===== src/include/irq_pkg.sv =====
package irq_pkg;
   localparam int NUM_SRC = 10;
   localparam int IDX_W = 4;
   localparam int NUM_FLAGS = 12;
   localparam int NUM_EV = 4;
   // System clocks per machine cycle; the faster turbo rate uses 4.
   localparam int CYCLE_CLKS = 12;

   localparam logic [7:0] OFF_FLAGS = 8'h00;
   localparam logic [7:0] OFF_ENABLE = 8'h04;
   localparam logic [7:0] OFF_PRIO = 8'h08;
   localparam logic [7:0] OFF_TRIG = 8'h0c;
   localparam logic [7:0] OFF_GRANT = 8'h10;
   localparam logic [7:0] OFF_EV_STATUS = 8'h14;
   localparam logic [7:0] OFF_EV_CLEAR = 8'h18;
   localparam logic [7:0] OFF_EV_ENABLE = 8'h1c;
   localparam logic [7:0] OFF_WATCHDOG_CONTROL_REG = 8'hd8;

   localparam int SRC_EXT0 = 0;
   localparam int SRC_T0 = 1;
   localparam int SRC_EXT1 = 2;
   localparam int SRC_T1 = 3;
   localparam int SRC_ADC = 6;
   localparam int SRC_WDT = 9;

   localparam int FLG_EXT0 = 0;
   localparam int FLG_T0 = 1;
   localparam int FLG_EXT1 = 2;
   localparam int FLG_T1 = 3;
   localparam int FLG_RX = 4;
   localparam int FLG_TX = 5;
   localparam int FLG_T2OVF = 6;
   localparam int FLG_T2EVT = 7;
   localparam int FLG_ADC = 8;
   localparam int FLG_BUS1 = 9;
   localparam int FLG_BUS2 = 10;
   localparam int FLG_WATCHDOG_TIMEOUT_FLAG = 11;

   localparam int ENA_GLOBAL_BIT = 15;
   localparam int WATCHDOG_CONTROL_REG_WATCHDOG_TIMEOUT_FLAG_BIT = 3;
   localparam int EV_TAKE = 0;
   localparam int EV_PREEMPT = 1;
   localparam int EV_EXT0 = 2;
   localparam int EV_EXT1 = 3;

   localparam logic [NUM_FLAGS-1:0] FLAGS_RST = 12'h000;
   localparam logic [15:0] ENABLE_RST = 16'h0000;
   localparam logic [NUM_SRC-1:0] PRIO_RST = 10'h000;
   localparam logic [1:0] TRIG_RST = 2'h0;
   localparam logic [NUM_EV-1:0] EV_RST = 4'h0;

   localparam logic [15:0] VECTOR [NUM_SRC] = '{16'h0003, 16'h000b, 16'h0013, 16'h001b,
      16'h0023, 16'h002b, 16'h0033, 16'h003b, 16'h0043, 16'h0063};

   typedef enum logic [1:0] {
      SVC_IDLE = 2'b00,
      SVC_LOW = 2'b01,
      SVC_HIGH = 2'b10,
      SVC_HIGH_OVER_LOW = 2'b11
   } svc_state_t;

   typedef struct packed {
      logic timer0_ovf;
      logic timer1_ovf;
      logic timer2_ovf;
      logic timer2_evt;
      logic rx_done;
      logic tx_done;
      logic adc_done;
      logic bus1_state;
      logic bus2_state;
      logic wdt_timeout;
   } src_events_t;

   typedef struct packed {
      logic req;
      logic high;
      logic [IDX_W-1:0] index;
      logic [15:0] vector;
   } grant_t;
endpackage


===== src/verilog/two_level_interrupt_unit.sv =====
// Chosen here: register access over Wishbone.
module two_level_interrupt_unit #(
   parameter int CYCLE_CLKS = irq_pkg::CYCLE_CLKS
) (
   input wire logic clk_i,                 // System clock, 40 MHz.
   input wire logic rst_i,                 // Synchronous reset, active high.
   input wire logic [7:0] adr_i,           // Wishbone byte address.
   input wire logic [31:0] dat_i,          // Wishbone write data.
   output logic [31:0] dat_o,              // Wishbone read data.
   input wire logic we_i,                  // Wishbone write enable.
   input wire logic [3:0] sel_i,           // Wishbone byte selects.
   input wire logic cyc_i,                 // Wishbone cycle.
   input wire logic stb_i,                 // Wishbone strobe.
   output logic ack_o,                     // Wishbone acknowledge.
   input wire logic ext_request_pin_0_i,   // External request pin 0, low active.
   input wire logic ext_request_pin_1_i,   // External request pin 1, low active.
   input wire irq_pkg::src_events_t src_i, // Peripheral event pulses.
   output irq_pkg::grant_t grant_o,        // Request offered to the core.
   input wire logic take_i,                // Core vectors to grant_o this cycle.
   input wire logic return_i,              // Core leaves its current routine.
   output logic irq_o                      // Enabled block event pending.
);
   ////////////////////////////////////////////////////////////////////////////
   logic [7:0] cyc_cnt;
   logic tick;
   logic [irq_pkg::NUM_FLAGS-1:0] flags;
   logic [15:0] enable;
   logic [irq_pkg::NUM_SRC-1:0] prio;
   logic [1:0] trig;
   logic [irq_pkg::NUM_EV-1:0] ev_status;
   logic [irq_pkg::NUM_EV-1:0] ev_enable;
   irq_pkg::svc_state_t svc;
   irq_pkg::svc_state_t next_svc;
   irq_pkg::grant_t next_grant;
   logic ext0_fall;
   logic ext0_low;
   logic ext1_fall;
   logic ext1_low;
   logic [irq_pkg::NUM_SRC-1:0] src_flag;
   logic [irq_pkg::NUM_SRC-1:0] req;
   logic hi_valid;
   logic lo_valid;
   logic [irq_pkg::IDX_W-1:0] hi_index;
   logic [irq_pkg::IDX_W-1:0] lo_index;
   logic bus_req;
   logic wr;
   logic [31:0] wmask;
   logic [irq_pkg::NUM_FLAGS-1:0] next_flags;
   logic [irq_pkg::NUM_EV-1:0] ev_set;
   logic [31:0] rdata;

   ////////////////////////////////////////////////////////////////////////////
   always_ff @(posedge clk_i) begin
      if (rst_i) begin
         cyc_cnt <= 8'h00;
      end else if (tick) begin
         cyc_cnt <= 8'h00;
      end else begin
         cyc_cnt <= cyc_cnt + 8'h01;
      end
   end
   assign tick = (cyc_cnt == 8'(CYCLE_CLKS - 1));

   pin_fall_sampler u_ext0 (
      .clk_i(clk_i),
      .rst_i(rst_i),
      .pin_i(ext_request_pin_0_i),
      .tick_i(tick),
      .fall_o(ext0_fall),
      .low_o(ext0_low)
   );

   pin_fall_sampler u_ext1 (
      .clk_i(clk_i),
      .rst_i(rst_i),
      .pin_i(ext_request_pin_1_i),
      .tick_i(tick),
      .fall_o(ext1_fall),
      .low_o(ext1_low)
   );

   ////////////////////////////////////////////////////////////////////////////
   // Classic Wishbone: one wait state, unmapped addresses answer zero.
   assign bus_req = cyc_i & stb_i;
   assign wr = bus_req & we_i & ack_o;
   assign wmask = {{8{sel_i[3]}}, {8{sel_i[2]}}, {8{sel_i[1]}}, {8{sel_i[0]}}};

   always_ff @(posedge clk_i) begin
      if (rst_i) begin
         ack_o <= 1'b0;
      end else begin
         ack_o <= bus_req & ~ack_o;
      end
   end

   always_comb begin
      rdata = 32'h0000_0000;
      case (adr_i)
         irq_pkg::OFF_FLAGS: rdata[irq_pkg::NUM_FLAGS-1:0] = flags;
         irq_pkg::OFF_ENABLE: rdata[15:0] = enable;
         irq_pkg::OFF_PRIO: rdata[irq_pkg::NUM_SRC-1:0] = prio;
         irq_pkg::OFF_TRIG: rdata[1:0] = trig;
         irq_pkg::OFF_GRANT: rdata[23:0] = {svc, grant_o};
         irq_pkg::OFF_EV_STATUS: rdata[irq_pkg::NUM_EV-1:0] = ev_status;
         irq_pkg::OFF_EV_ENABLE: rdata[irq_pkg::NUM_EV-1:0] = ev_enable;
         irq_pkg::OFF_WATCHDOG_CONTROL_REG: rdata[irq_pkg::WATCHDOG_CONTROL_REG_WATCHDOG_TIMEOUT_FLAG_BIT] = flags[irq_pkg::FLG_WATCHDOG_TIMEOUT_FLAG];
         default: rdata = 32'h0000_0000;
      endcase
   end

   always_ff @(posedge clk_i) begin
      if (rst_i) begin
         dat_o <= 32'h0000_0000;
      end else if (bus_req & ~ack_o) begin
         dat_o <= rdata;
      end
   end

   always_ff @(posedge clk_i) begin
      if (rst_i) begin
         enable <= irq_pkg::ENABLE_RST;
         prio <= irq_pkg::PRIO_RST;
         trig <= irq_pkg::TRIG_RST;
         ev_enable <= irq_pkg::EV_RST;
      end else if (wr) begin
         case (adr_i)
            irq_pkg::OFF_ENABLE: enable <= (enable & ~wmask[15:0]) | (dat_i[15:0] & wmask[15:0]);
            irq_pkg::OFF_PRIO: begin
               prio <= (prio & ~wmask[9:0]) | (dat_i[9:0] & wmask[9:0]);
            end
            irq_pkg::OFF_TRIG: trig <= (trig & ~wmask[1:0]) | (dat_i[1:0] & wmask[1:0]);
            irq_pkg::OFF_EV_ENABLE: begin
               ev_enable <= (ev_enable & ~wmask[3:0]) | (dat_i[3:0] & wmask[3:0]);
            end
            default: begin
            end
         endcase
      end
   end

   ////////////////////////////////////////////////////////////////////////////
   // Software write first, then hardware clears on vectoring, then hardware sets, so a set
   // arriving in the cycle of a clear is never lost.
   always_comb begin
      next_flags = flags;
      if (wr && adr_i == irq_pkg::OFF_FLAGS) begin
         next_flags = (flags & ~wmask[11:0]) | (dat_i[11:0] & wmask[11:0]);
      end
      if (wr && adr_i == irq_pkg::OFF_WATCHDOG_CONTROL_REG && wmask[irq_pkg::WATCHDOG_CONTROL_REG_WATCHDOG_TIMEOUT_FLAG_BIT]) begin
         next_flags[irq_pkg::FLG_WATCHDOG_TIMEOUT_FLAG] = dat_i[irq_pkg::WATCHDOG_CONTROL_REG_WATCHDOG_TIMEOUT_FLAG_BIT];
      end
      if (take_i && grant_o.req) begin
         case (int'(grant_o.index))
            irq_pkg::SRC_EXT0: if (!trig[0]) next_flags[irq_pkg::FLG_EXT0] = 1'b0;
            irq_pkg::SRC_EXT1: if (!trig[1]) next_flags[irq_pkg::FLG_EXT1] = 1'b0;
            irq_pkg::SRC_T0: next_flags[irq_pkg::FLG_T0] = 1'b0;
            irq_pkg::SRC_T1: next_flags[irq_pkg::FLG_T1] = 1'b0;
            default: begin
               // Timer 2, serial, converter, bus channels and watchdog stay set.
            end
         endcase
      end
      // Edge mode flags a falling sample pair; level mode follows a low sample.
      if (trig[0] ? ext0_low : ext0_fall) next_flags[irq_pkg::FLG_EXT0] = 1'b1;
      if (trig[1] ? ext1_low : ext1_fall) next_flags[irq_pkg::FLG_EXT1] = 1'b1;
      if (src_i.timer0_ovf) next_flags[irq_pkg::FLG_T0] = 1'b1;
      if (src_i.timer1_ovf) next_flags[irq_pkg::FLG_T1] = 1'b1;
      if (src_i.rx_done) next_flags[irq_pkg::FLG_RX] = 1'b1;
      if (src_i.tx_done) next_flags[irq_pkg::FLG_TX] = 1'b1;
      if (src_i.timer2_ovf) next_flags[irq_pkg::FLG_T2OVF] = 1'b1;
      if (src_i.timer2_evt) next_flags[irq_pkg::FLG_T2EVT] = 1'b1;
      if (src_i.adc_done) next_flags[irq_pkg::FLG_ADC] = 1'b1;
      if (src_i.bus1_state) next_flags[irq_pkg::FLG_BUS1] = 1'b1;
      if (src_i.bus2_state) next_flags[irq_pkg::FLG_BUS2] = 1'b1;
      if (src_i.wdt_timeout) next_flags[irq_pkg::FLG_WATCHDOG_TIMEOUT_FLAG] = 1'b1;
   end

   always_ff @(posedge clk_i) begin
      if (rst_i) begin
         flags <= irq_pkg::FLAGS_RST;
      end else begin
         flags <= next_flags;
      end
   end

   ////////////////////////////////////////////////////////////////////////////
   assign src_flag = {flags[11], flags[10], flags[9], flags[8], flags[7] | flags[6],
      flags[5] | flags[4], flags[3], flags[2], flags[1], flags[0]};
   // The global gate overrides every individual enable.
   assign req = src_flag & enable[irq_pkg::NUM_SRC-1:0] & {10{enable[irq_pkg::ENA_GLOBAL_BIT]}};

   fixed_priority_pick #(.N(irq_pkg::NUM_SRC), .IW(irq_pkg::IDX_W)) u_pick_hi (
      .req_i(req & prio),
      .valid_o(hi_valid),
      .index_o(hi_index)
   );

   fixed_priority_pick #(.N(irq_pkg::NUM_SRC), .IW(irq_pkg::IDX_W)) u_pick_lo (
      .req_i(req & ~prio),
      .valid_o(lo_valid),
      .index_o(lo_index)
   );

   // The offer is withheld in the take cycle so a stale flag cannot be offered twice.
   always_comb begin
      next_grant = '0;
      if (!take_i) begin
         if (hi_valid && (svc == irq_pkg::SVC_IDLE || svc == irq_pkg::SVC_LOW)) begin
            next_grant.req = 1'b1;
            next_grant.high = 1'b1;
            next_grant.index = hi_index;
         end else if (lo_valid && svc == irq_pkg::SVC_IDLE) begin
            next_grant.req = 1'b1;
            next_grant.index = lo_index;
         end
         if (next_grant.req) begin
            next_grant.vector = irq_pkg::VECTOR[next_grant.index];
         end
      end
   end

   always_ff @(posedge clk_i) begin
      if (rst_i) begin
         grant_o <= '0;
      end else begin
         grant_o <= next_grant;
      end
   end

   ////////////////////////////////////////////////////////////////////////////
   always_comb begin
      next_svc = svc;
      if (take_i && grant_o.req) begin
         if (!grant_o.high) begin
            next_svc = irq_pkg::SVC_LOW;
         end else if (svc == irq_pkg::SVC_LOW) begin
            next_svc = irq_pkg::SVC_HIGH_OVER_LOW;
         end else begin
            next_svc = irq_pkg::SVC_HIGH;
         end
      end else if (return_i) begin
         case (svc)
            irq_pkg::SVC_HIGH_OVER_LOW: next_svc = irq_pkg::SVC_LOW;
            irq_pkg::SVC_HIGH: next_svc = irq_pkg::SVC_IDLE;
            irq_pkg::SVC_LOW: next_svc = irq_pkg::SVC_IDLE;
            default: next_svc = irq_pkg::SVC_IDLE;
         endcase
      end
   end

   always_ff @(posedge clk_i) begin
      if (rst_i) begin
         svc <= irq_pkg::SVC_IDLE;
      end else begin
         svc <= next_svc;
      end
   end

   ////////////////////////////////////////////////////////////////////////////
   always_comb begin
      ev_set = '0;
      ev_set[irq_pkg::EV_TAKE] = take_i & grant_o.req;
      ev_set[irq_pkg::EV_PREEMPT] = take_i & grant_o.req & grant_o.high
         & (svc == irq_pkg::SVC_LOW);
      ev_set[irq_pkg::EV_EXT0] = ext0_fall;
      ev_set[irq_pkg::EV_EXT1] = ext1_fall;
   end

   always_ff @(posedge clk_i) begin
      if (rst_i) begin
         ev_status <= irq_pkg::EV_RST;
      end else if (wr && adr_i == irq_pkg::OFF_EV_CLEAR) begin
         ev_status <= (ev_status & ~(dat_i[3:0] & wmask[3:0])) | ev_set;
      end else begin
         ev_status <= ev_status | ev_set;
      end
   end

   assign irq_o = |(ev_status & ev_enable);

   logic wr_flags;
   assign wr_flags = wr && (adr_i == irq_pkg::OFF_FLAGS || adr_i == irq_pkg::OFF_WATCHDOG_CONTROL_REG);
endmodule


===== src/verilog/pin_fall_sampler.sv =====
module pin_fall_sampler (
   input wire logic clk_i,   // System clock.
   input wire logic rst_i,   // Synchronous reset, active high.
   input wire logic pin_i,   // Asynchronous request pin, low active.
   input wire logic tick_i,  // Machine cycle enable pulse.
   output logic fall_o,      // One-cycle pulse: high sample then low sample.
   output logic low_o        // Level: last machine cycle sample was low.
);
   logic [2:0] sync;
   logic stable;
   logic prev;

   always_ff @(posedge clk_i) begin
      if (rst_i) begin
         sync <= 3'h7;
      end else begin
         sync <= {sync[1:0], pin_i};
      end
   end

   // A change counts only once the second and third stages agree.
   always_ff @(posedge clk_i) begin
      if (rst_i) begin
         stable <= 1'b1;
      end else if (sync[1] == sync[2]) begin
         stable <= sync[2];
      end
   end

   // Pulses shorter than a machine cycle may be missed; the requester must hold each level.
   always_ff @(posedge clk_i) begin
      if (rst_i) begin
         prev <= 1'b1;
         fall_o <= 1'b0;
         low_o <= 1'b0;
      end else if (tick_i) begin
         prev <= stable;
         fall_o <= prev & ~stable;
         low_o <= ~stable;
      end else begin
         fall_o <= 1'b0;
      end
   end
endmodule


===== src/verilog/fixed_priority_pick.sv =====
module fixed_priority_pick #(
   parameter int N = 10,
   parameter int IW = 4
) (
   input wire logic [N-1:0] req_i,  // Competing requests, bit 0 strongest.
   output logic valid_o,            // Any request present.
   output logic [IW-1:0] index_o    // Lowest set bit.
);
   always_comb begin
      valid_o = |req_i;
      index_o = '0;
      for (int i = N - 1; i >= 0; i--) begin
         if (req_i[i]) begin
            index_o = IW'(i);
         end
      end
   end
endmodule


===== config.mk =====
export PLATFORM = sky130hd
export DESIGN_NAME = two_level_interrupt_unit
export DESIGN_NICKNAME = d
export VERILOG_FILES = /design/src/include/irq_pkg.sv /design/src/verilog/two_level_interrupt_unit.sv /design/src/verilog/pin_fall_sampler.sv /design/src/verilog/fixed_priority_pick.sv
export SDC_FILE = /design/constraint.sdc
export NUM_CORES = 1
export LEC_CHECK = 0
export ABC_AREA = 1
export BUFFER_PORTS_ARGS = -buffer_cell sky130_fd_sc_hd__buf_2
export CORE_MARGIN = 3
export CORE_UTILIZATION = 48
export DETAILED_ROUTE_END_ITERATION = 8
export PLACE_DENSITY_LB_ADDON = 0.1
export SLEW_MARGIN = 10
export SYNTH_ARGS = -nofsm -noshare
export SYNTH_HDL_FRONTEND = slang
export SYNTH_SLANG_ARGS = --single-unit

===== constraint.sdc =====
create_clock -name clk_i -period 3.38 [get_ports clk_i]
set_input_delay 0.676 -clock clk_i [delete_from_list [all_inputs] [get_ports clk_i]]
set_output_delay 0.676 -clock clk_i [all_outputs]
set_load 0.1 [all_outputs]

==> results_dict.tcl, run 1 <==
set metrics [dict create \
    outcome "finished clean" \
    fin_nets 832 \
    wire_per_inst_microns 14.2 \
    tightest_slew_ns 0.735 \
    drive_above_1_share 0.185 \
    worstHoldPathType "flop to flop" \
    grt_use_met2 0.385 \
    synth_top_flop_cell "dfxtp_1" \
    tns_ns 0 \
    endpoint_kind "output pin" \
    grt_max_degree 40 \
    clock_skew_ns 0.00737 \
    switchingPower_mw 0.688 \
    synth-seq-area-share 0.428 \
    vias 4645 \
    yosysTopAreaCell "dfxtp_1" \
    dr.pass1.iters 5 \
    first_global_vias 4446 \
    dp_slack_ns 1.10 \
    setup_viol 0 \
    power_density_nw_per_um2 412 \
    clockBufferDepth 2 \
    clk_latency_ns 0.37 \
    path_clk_slew_ns 0.09 \
    synth-seq-cells 108 \
    cp.required_ns 2.70 \
    drt_iter0_drc 323 \
    drv_slew 0 \
    relSlewSlack 0.510 \
    leakagePower_nw 2.59 \
    portBuffers 82 \
    synth_edf_count 0 \
    grt_remaining_overflow 0 \
    synth_cell_types 41 \
    max-vdd-ir-drop_v 0.000324 \
    fmax_mhz 470 \
    yosys-top-cells-count "nand2_1 (135), dfxtp_1 (108), inv_1 (96), a21oi_1 (77), o21ai_0 (64)" \
    die-area_sq_um 11800 \
    syn_area_sq_um 5050 \
    cts_tree "built" \
    ys_top_cells_by_area "dfxtp_1 (43%), nand2_1 (10%), a21oi_1 (7.6%)" \
    pwr-share-comb 0.134 \
    core_sq_um 10000 \
    worst-path-max-fanout 2 \
    place_congestion 0.905 \
    netlist_instances 694 \
    fin_crit_sh 0.630 \
    clkPwrFrac 0.300 \
    postSynthAreaPerCell_sq_um 7.27 \
    drt_wl_total_microns 12900 \
    fin_ws_ns 1.25 \
    yosysMostFrequentCell "nand2_1" \
    diodes 0 \
    final_area_sq_um 5640 \
    syn2layout_area_growth_pct 11.8 \
    grt_pass1_wl_microns 21100 \
    met3_usage 0.0394 \
    synthArstFlopShare 0 \
    placed_area_sq_um 5480 \
    use_met1 0.287 \
    timing.final.crit_period_ns 2.13 \
    pwr-share-seq 0.566 \
    finalPower_mw 2.32 \
    numCtsBuffers 9 \
    antenna_found_initial 0 \
    ios 119 \
    die_h_microns 109 \
    htree_levels 3 \
    finalHoldViolations 0 \
    hpwl_microns 9880 \
    cts_sinks 108 \
    start_kind "flop" \
    ant_nets 0 \
    cts-resized-gates 0 \
    groute.usage.overall 0.227 \
    drc 0 \
    drv_cap 0 \
    yosysWarnings 0 \
    place_inst 890 \
    crit_arrival_ns 1.45 \
    swShare 0.296 \
    busiest_layer "met2" \
    num_rows 36 \
    stdcell_count 905 \
    post-synth-top-area-fraction 0.428 \
    postCtsHoldBufs 0 \
    rsz0062_at_grt "false" \
    die_x_microns 109 \
    cts_setup_buffers 0 \
    initial_core_util 0.505 \
    clock-root-buffer "clkbuf_8" \
    via_per_inst 5.13 \
    power.internal_mw 1.64 \
    timing.setup.critical_path_class "flop to output pin" \
]
-- logic make-up after synthesis --
family	after synthesis	share of synthesized area
AOI/OAI and AO/OA	179	0.197
adders and majority gates	1	0.00248
buffers and inverters	142	0.124
other	1	0.000743
DFF	108	0.428
and+or+nand+nor	263	0.248
-- layout make-up --
class	instances	area [sq um]
sequential	108	2160
inverter	103	387
timing repair buffer	85	433
tap	133	166
clock inverter	4	26.3
fill	995	4360
clock buffer	11	141
multi-input combinational	461	2330
-- metrics by stage --
stage                     hold slack (ns)  utilization
after floorplan                     0.389            -
after global placement              0.396        0.548
after detailed placement            0.403        0.548
after CTS                           0.426        0.564
after global routing                0.444        0.564
final                               0.422        0.564
-- worst max-delay path, stage by stage (launching register included) --
cell and delay (ns):
dfxtp_1 0.35, inv_1 0.07, o2111ai_1 0.20, buf_2 0.47
-- cells in the final DEF, fill, tap and decap left out, drive strengths merged, types with 8 or more instances in the layout --
cell type	count
clkbuf	11
dfxtp	108
o21ai	69
a211oi	8
nand3	17
nand4	21
conb	18
nor2	63
a21oi	78
nor3	12
buf	85
inv	102
nand2	141
-- power groups by stage --
stage,registers [mW],clock network (mW),logic [mW]
after floorplan,1.43,0,0.178
after global placement,1.34,0,0.309
after detailed placement,1.34,0,0.312
after CTS,1.31,0.721,0.312
after global routing,1.32,0.767,0.333
final,1.31,0.698,0.311
-- routing by layer --
metal  wire, microns  part of all wire  vias to the layer above
met3             688             0.053                       25
met5               0                 0                        -
met1            5840              0.45                     2106
met4             323             0.025                        0
met2            6040              0.47                      132
li1                -                 -                     2382
-- path summary, 6_finish.rpt --
kind	end	cells after the start	start	slack, ns
worst max-delay path	irq_o	3	ev_status[2]	1.25
worst min-delay path	u_ext0.sync[1]	1	u_ext0.sync[0]	0.42
worst max register to register	grant_o[5]	10	flop	1.35
worst min register to register	u_ext0.sync[1]	1	u_ext0.sync[0]	0.42
No activity file was read; power rests on OpenSTA's default activity.
==> run 2: changes to the inputs <==
==> constraint.sdc (replaced) <==
create_clock -name clk_i -period 2.2 [get_ports clk_i]
set_input_delay 0.44 -clock clk_i [delete_from_list [all_inputs] [get_ports clk_i]]
set_output_delay 0.44 -clock clk_i [all_outputs]
set_load 0.1 [all_outputs]
==> run 2 against run 1 <==
Compared with the run above:
- sequential power up 54%
- core utilization is 1.1 points higher
- final cell count rose by 0.77%
- hold slack lost 0.19 ns
- total power up 64%
- largest cell class unchanged
- highest routed layer unchanged
==> results_dict.tcl, run 2 (same netlist as run 1, synthesis figures left out) <==
set metrics [dict create \
    outcome "finished clean" \
    placed_area_sq_um 5540 \
    drv_cap 0 \
    drt_iter0_drc 341 \
    swShare 0.279 \
    diodes 0 \
    r2r_slack_ns 0.21 \
    hpwl_microns 10200 \
    dp_slack_ns 0.244 \
    timing.final.crit_period_ns 1.99 \
    max_stage_delay_ns 0.77 \
    ios 119 \
    clock_skew_ns 0.0102 \
    fmax_mhz 503 \
    drc 0 \
    grt_pass1_wl_microns 21100 \
    setup_viol 0 \
    tns_ns 0 \
    clkPwrFrac 0.343 \
    switchingPower_mw 1.06 \
    cp.required_ns 2.54 \
    drt_wl_total_microns 13200 \
    crit_top_cell "nand2_1" \
    final_area_sq_um 5760 \
    drv_slew 0 \
    postCtsHoldBufs 0 \
    leakagePower_nw 2.65 \
    syn2layout_area_growth_pct 14.0 \
    layout_commonest_cell "nand2_1" \
    timing.setup.critical_path_class "flop to flop" \
    die-area_sq_um 11800 \
    cts-resized-gates 0 \
    holdPathEnd "u_ext1.sync[0]" \
    min_path_cells 2 \
    grt_max_degree 40 \
    groute.usage.overall 0.231 \
    min_from "ext_request_pin_1_i" \
    wire_per_inst_microns 14.5 \
    r2r_cells 10 \
    crit_arrival_ns 2.32 \
    finalHoldViolations 0 \
    reg2reg_to "grant_o[5]" \
    cts_setup_buffers 0 \
    fin_nets 838 \
    tightest_slew_ns 0.692 \
    endpoint_kind "flop" \
    power_density_nw_per_um2 662 \
    relSlewSlack 0.538 \
    die_x_microns 109 \
    via_per_inst 5.24 \
    power.internal_mw 2.75 \
    pwr-share-seq 0.530 \
    clk_latency_ns 0.39 \
    met3_usage 0.0496 \
    crit_path_top_delay_cell "dfxtp_1" \
    crit_buf_inv 1 \
    first_global_vias 4405 \
    start_kind "flop" \
    busiest_layer "met2" \
    antenna_found_initial 0 \
    clock-root-buffer "clkbuf_8" \
    max-vdd-ir-drop_v 0.000662 \
    ant_nets 0 \
    die_h_microns 109 \
    core_sq_um 10000 \
    pwr-share-comb 0.127 \
    num_rows 36 \
    numCtsBuffers 9 \
    portBuffers 82 \
    worst-path-max-fanout 19 \
    crit_chain "nand4_1 -> nand2_1 -> nor2_4 -> nand3_2 -> nand2_4 -> a21oi_4 -> nand2_1 -> nand2_1 -> nand2_1 -> inv_1" \
    htree_levels 3 \
    grt_use_met2 0.405 \
    fin_crit_sh 0.904 \
    most-common-layout-cells "nand2_1 (135), dfxtp_1 (108), inv_1 (96), buf_2 (82), a21oi_1 (77)" \
    place_congestion 0.877 \
    hold_ws_ns 0.235 \
    vias 4777 \
    worstHoldPathType "input pin to flop" \
    fin_ws_ns 0.211 \
    rsz0062_at_grt "false" \
    crit_family "simple AND/OR/NAND/NOR gates" \
    clockBufferDepth 2 \
    path_clk_slew_ns 0.09 \
    grt_remaining_overflow 0 \
    drive_above_1_share 0.194 \
    initial_core_util 0.505 \
    cts_tree "built" \
    dr.pass1.iters 5 \
    cts_sinks 108 \
    use_met1 0.282 \
]
==> run 2: cell types whose count changed in the layout (fill, tap and decap cells not counted) <==
cell,previous run,this run
buf_4,3,8
bufinv_16,0,2
buf_12,0,1
clkinv_2,2,3
clkinv_4,1,0
clkinvlp_4,1,0
o2111ai_1,2,1
o2111ai_2,0,1
==> run 2: final cells by class <==
cell class,instances,area (sq um)
Clock buffer,11,141
Fill cell,964,4240
Tap cell,133,166
Clock inverter,5,75.1
Inverter,103,387
Timing Repair Buffer,91,490
Multi-Input combinational cell,461,2330
Sequential cell,108,2160
==> run 2: through the flow <==
| step | total power [mW] | instances | util |
|---|---|---|---|
| floorplan | 2.46 | 711 | - |
| detailed placement | 2.55 | 896 | 0.554 |
| finish | 3.81 | 912 | 0.576 |
| global route | 3.97 | 912 | 0.576 |
| global placement | 2.54 | 896 | 0.554 |
| CTS | 3.86 | 912 | 0.576 |
==> run 2: worst max path at each step <==
stage,startpoint,endpoint,slack [ns],cells after the start
finish,flop,grant_o[5],0.21,10
global route,flop,grant_o[5],0.05,10
CTS,flop,grant_o[5],0.22,10
detailed placement,flop,grant_o[5],0.24,10
global placement,adr_i[1],flags[11],0.32,9
floorplan,ack_o,flags[1],0.08,9
==> run 2: worst register-to-register path: stages (launching register included) <==
cell and delay, ns:
dfxtp_1 0.77, nand4_1 0.28, nand2_1 0.19, nor2_4 0.06, nand3_2 0.07, nand2_4 0.08
a21oi_4 0.18, nand2_1 0.10, nand2_1 0.10, nand2_1 0.06, inv_1 0.04
==> run 2: layer usage <==
layer / part of all wire / wire (microns)
met3: 0.058 / 764
met5: 0 / 0
met4: 0.015 / 197
met2: 0.49 / 6460
met1: 0.44 / 5820
==> run 2: power by group through the flow <==
stage          logic (mW)  clock network, mW  registers, mW
3_3_place_gp        0.479                  0           2.06
3_5_place_dp        0.483                  0           2.06
5_1_grt             0.516               1.43           2.02
6_report            0.484               1.31           2.02
4_1_cts             0.486               1.36           2.02
2_1_floorplan       0.273                  0           2.19
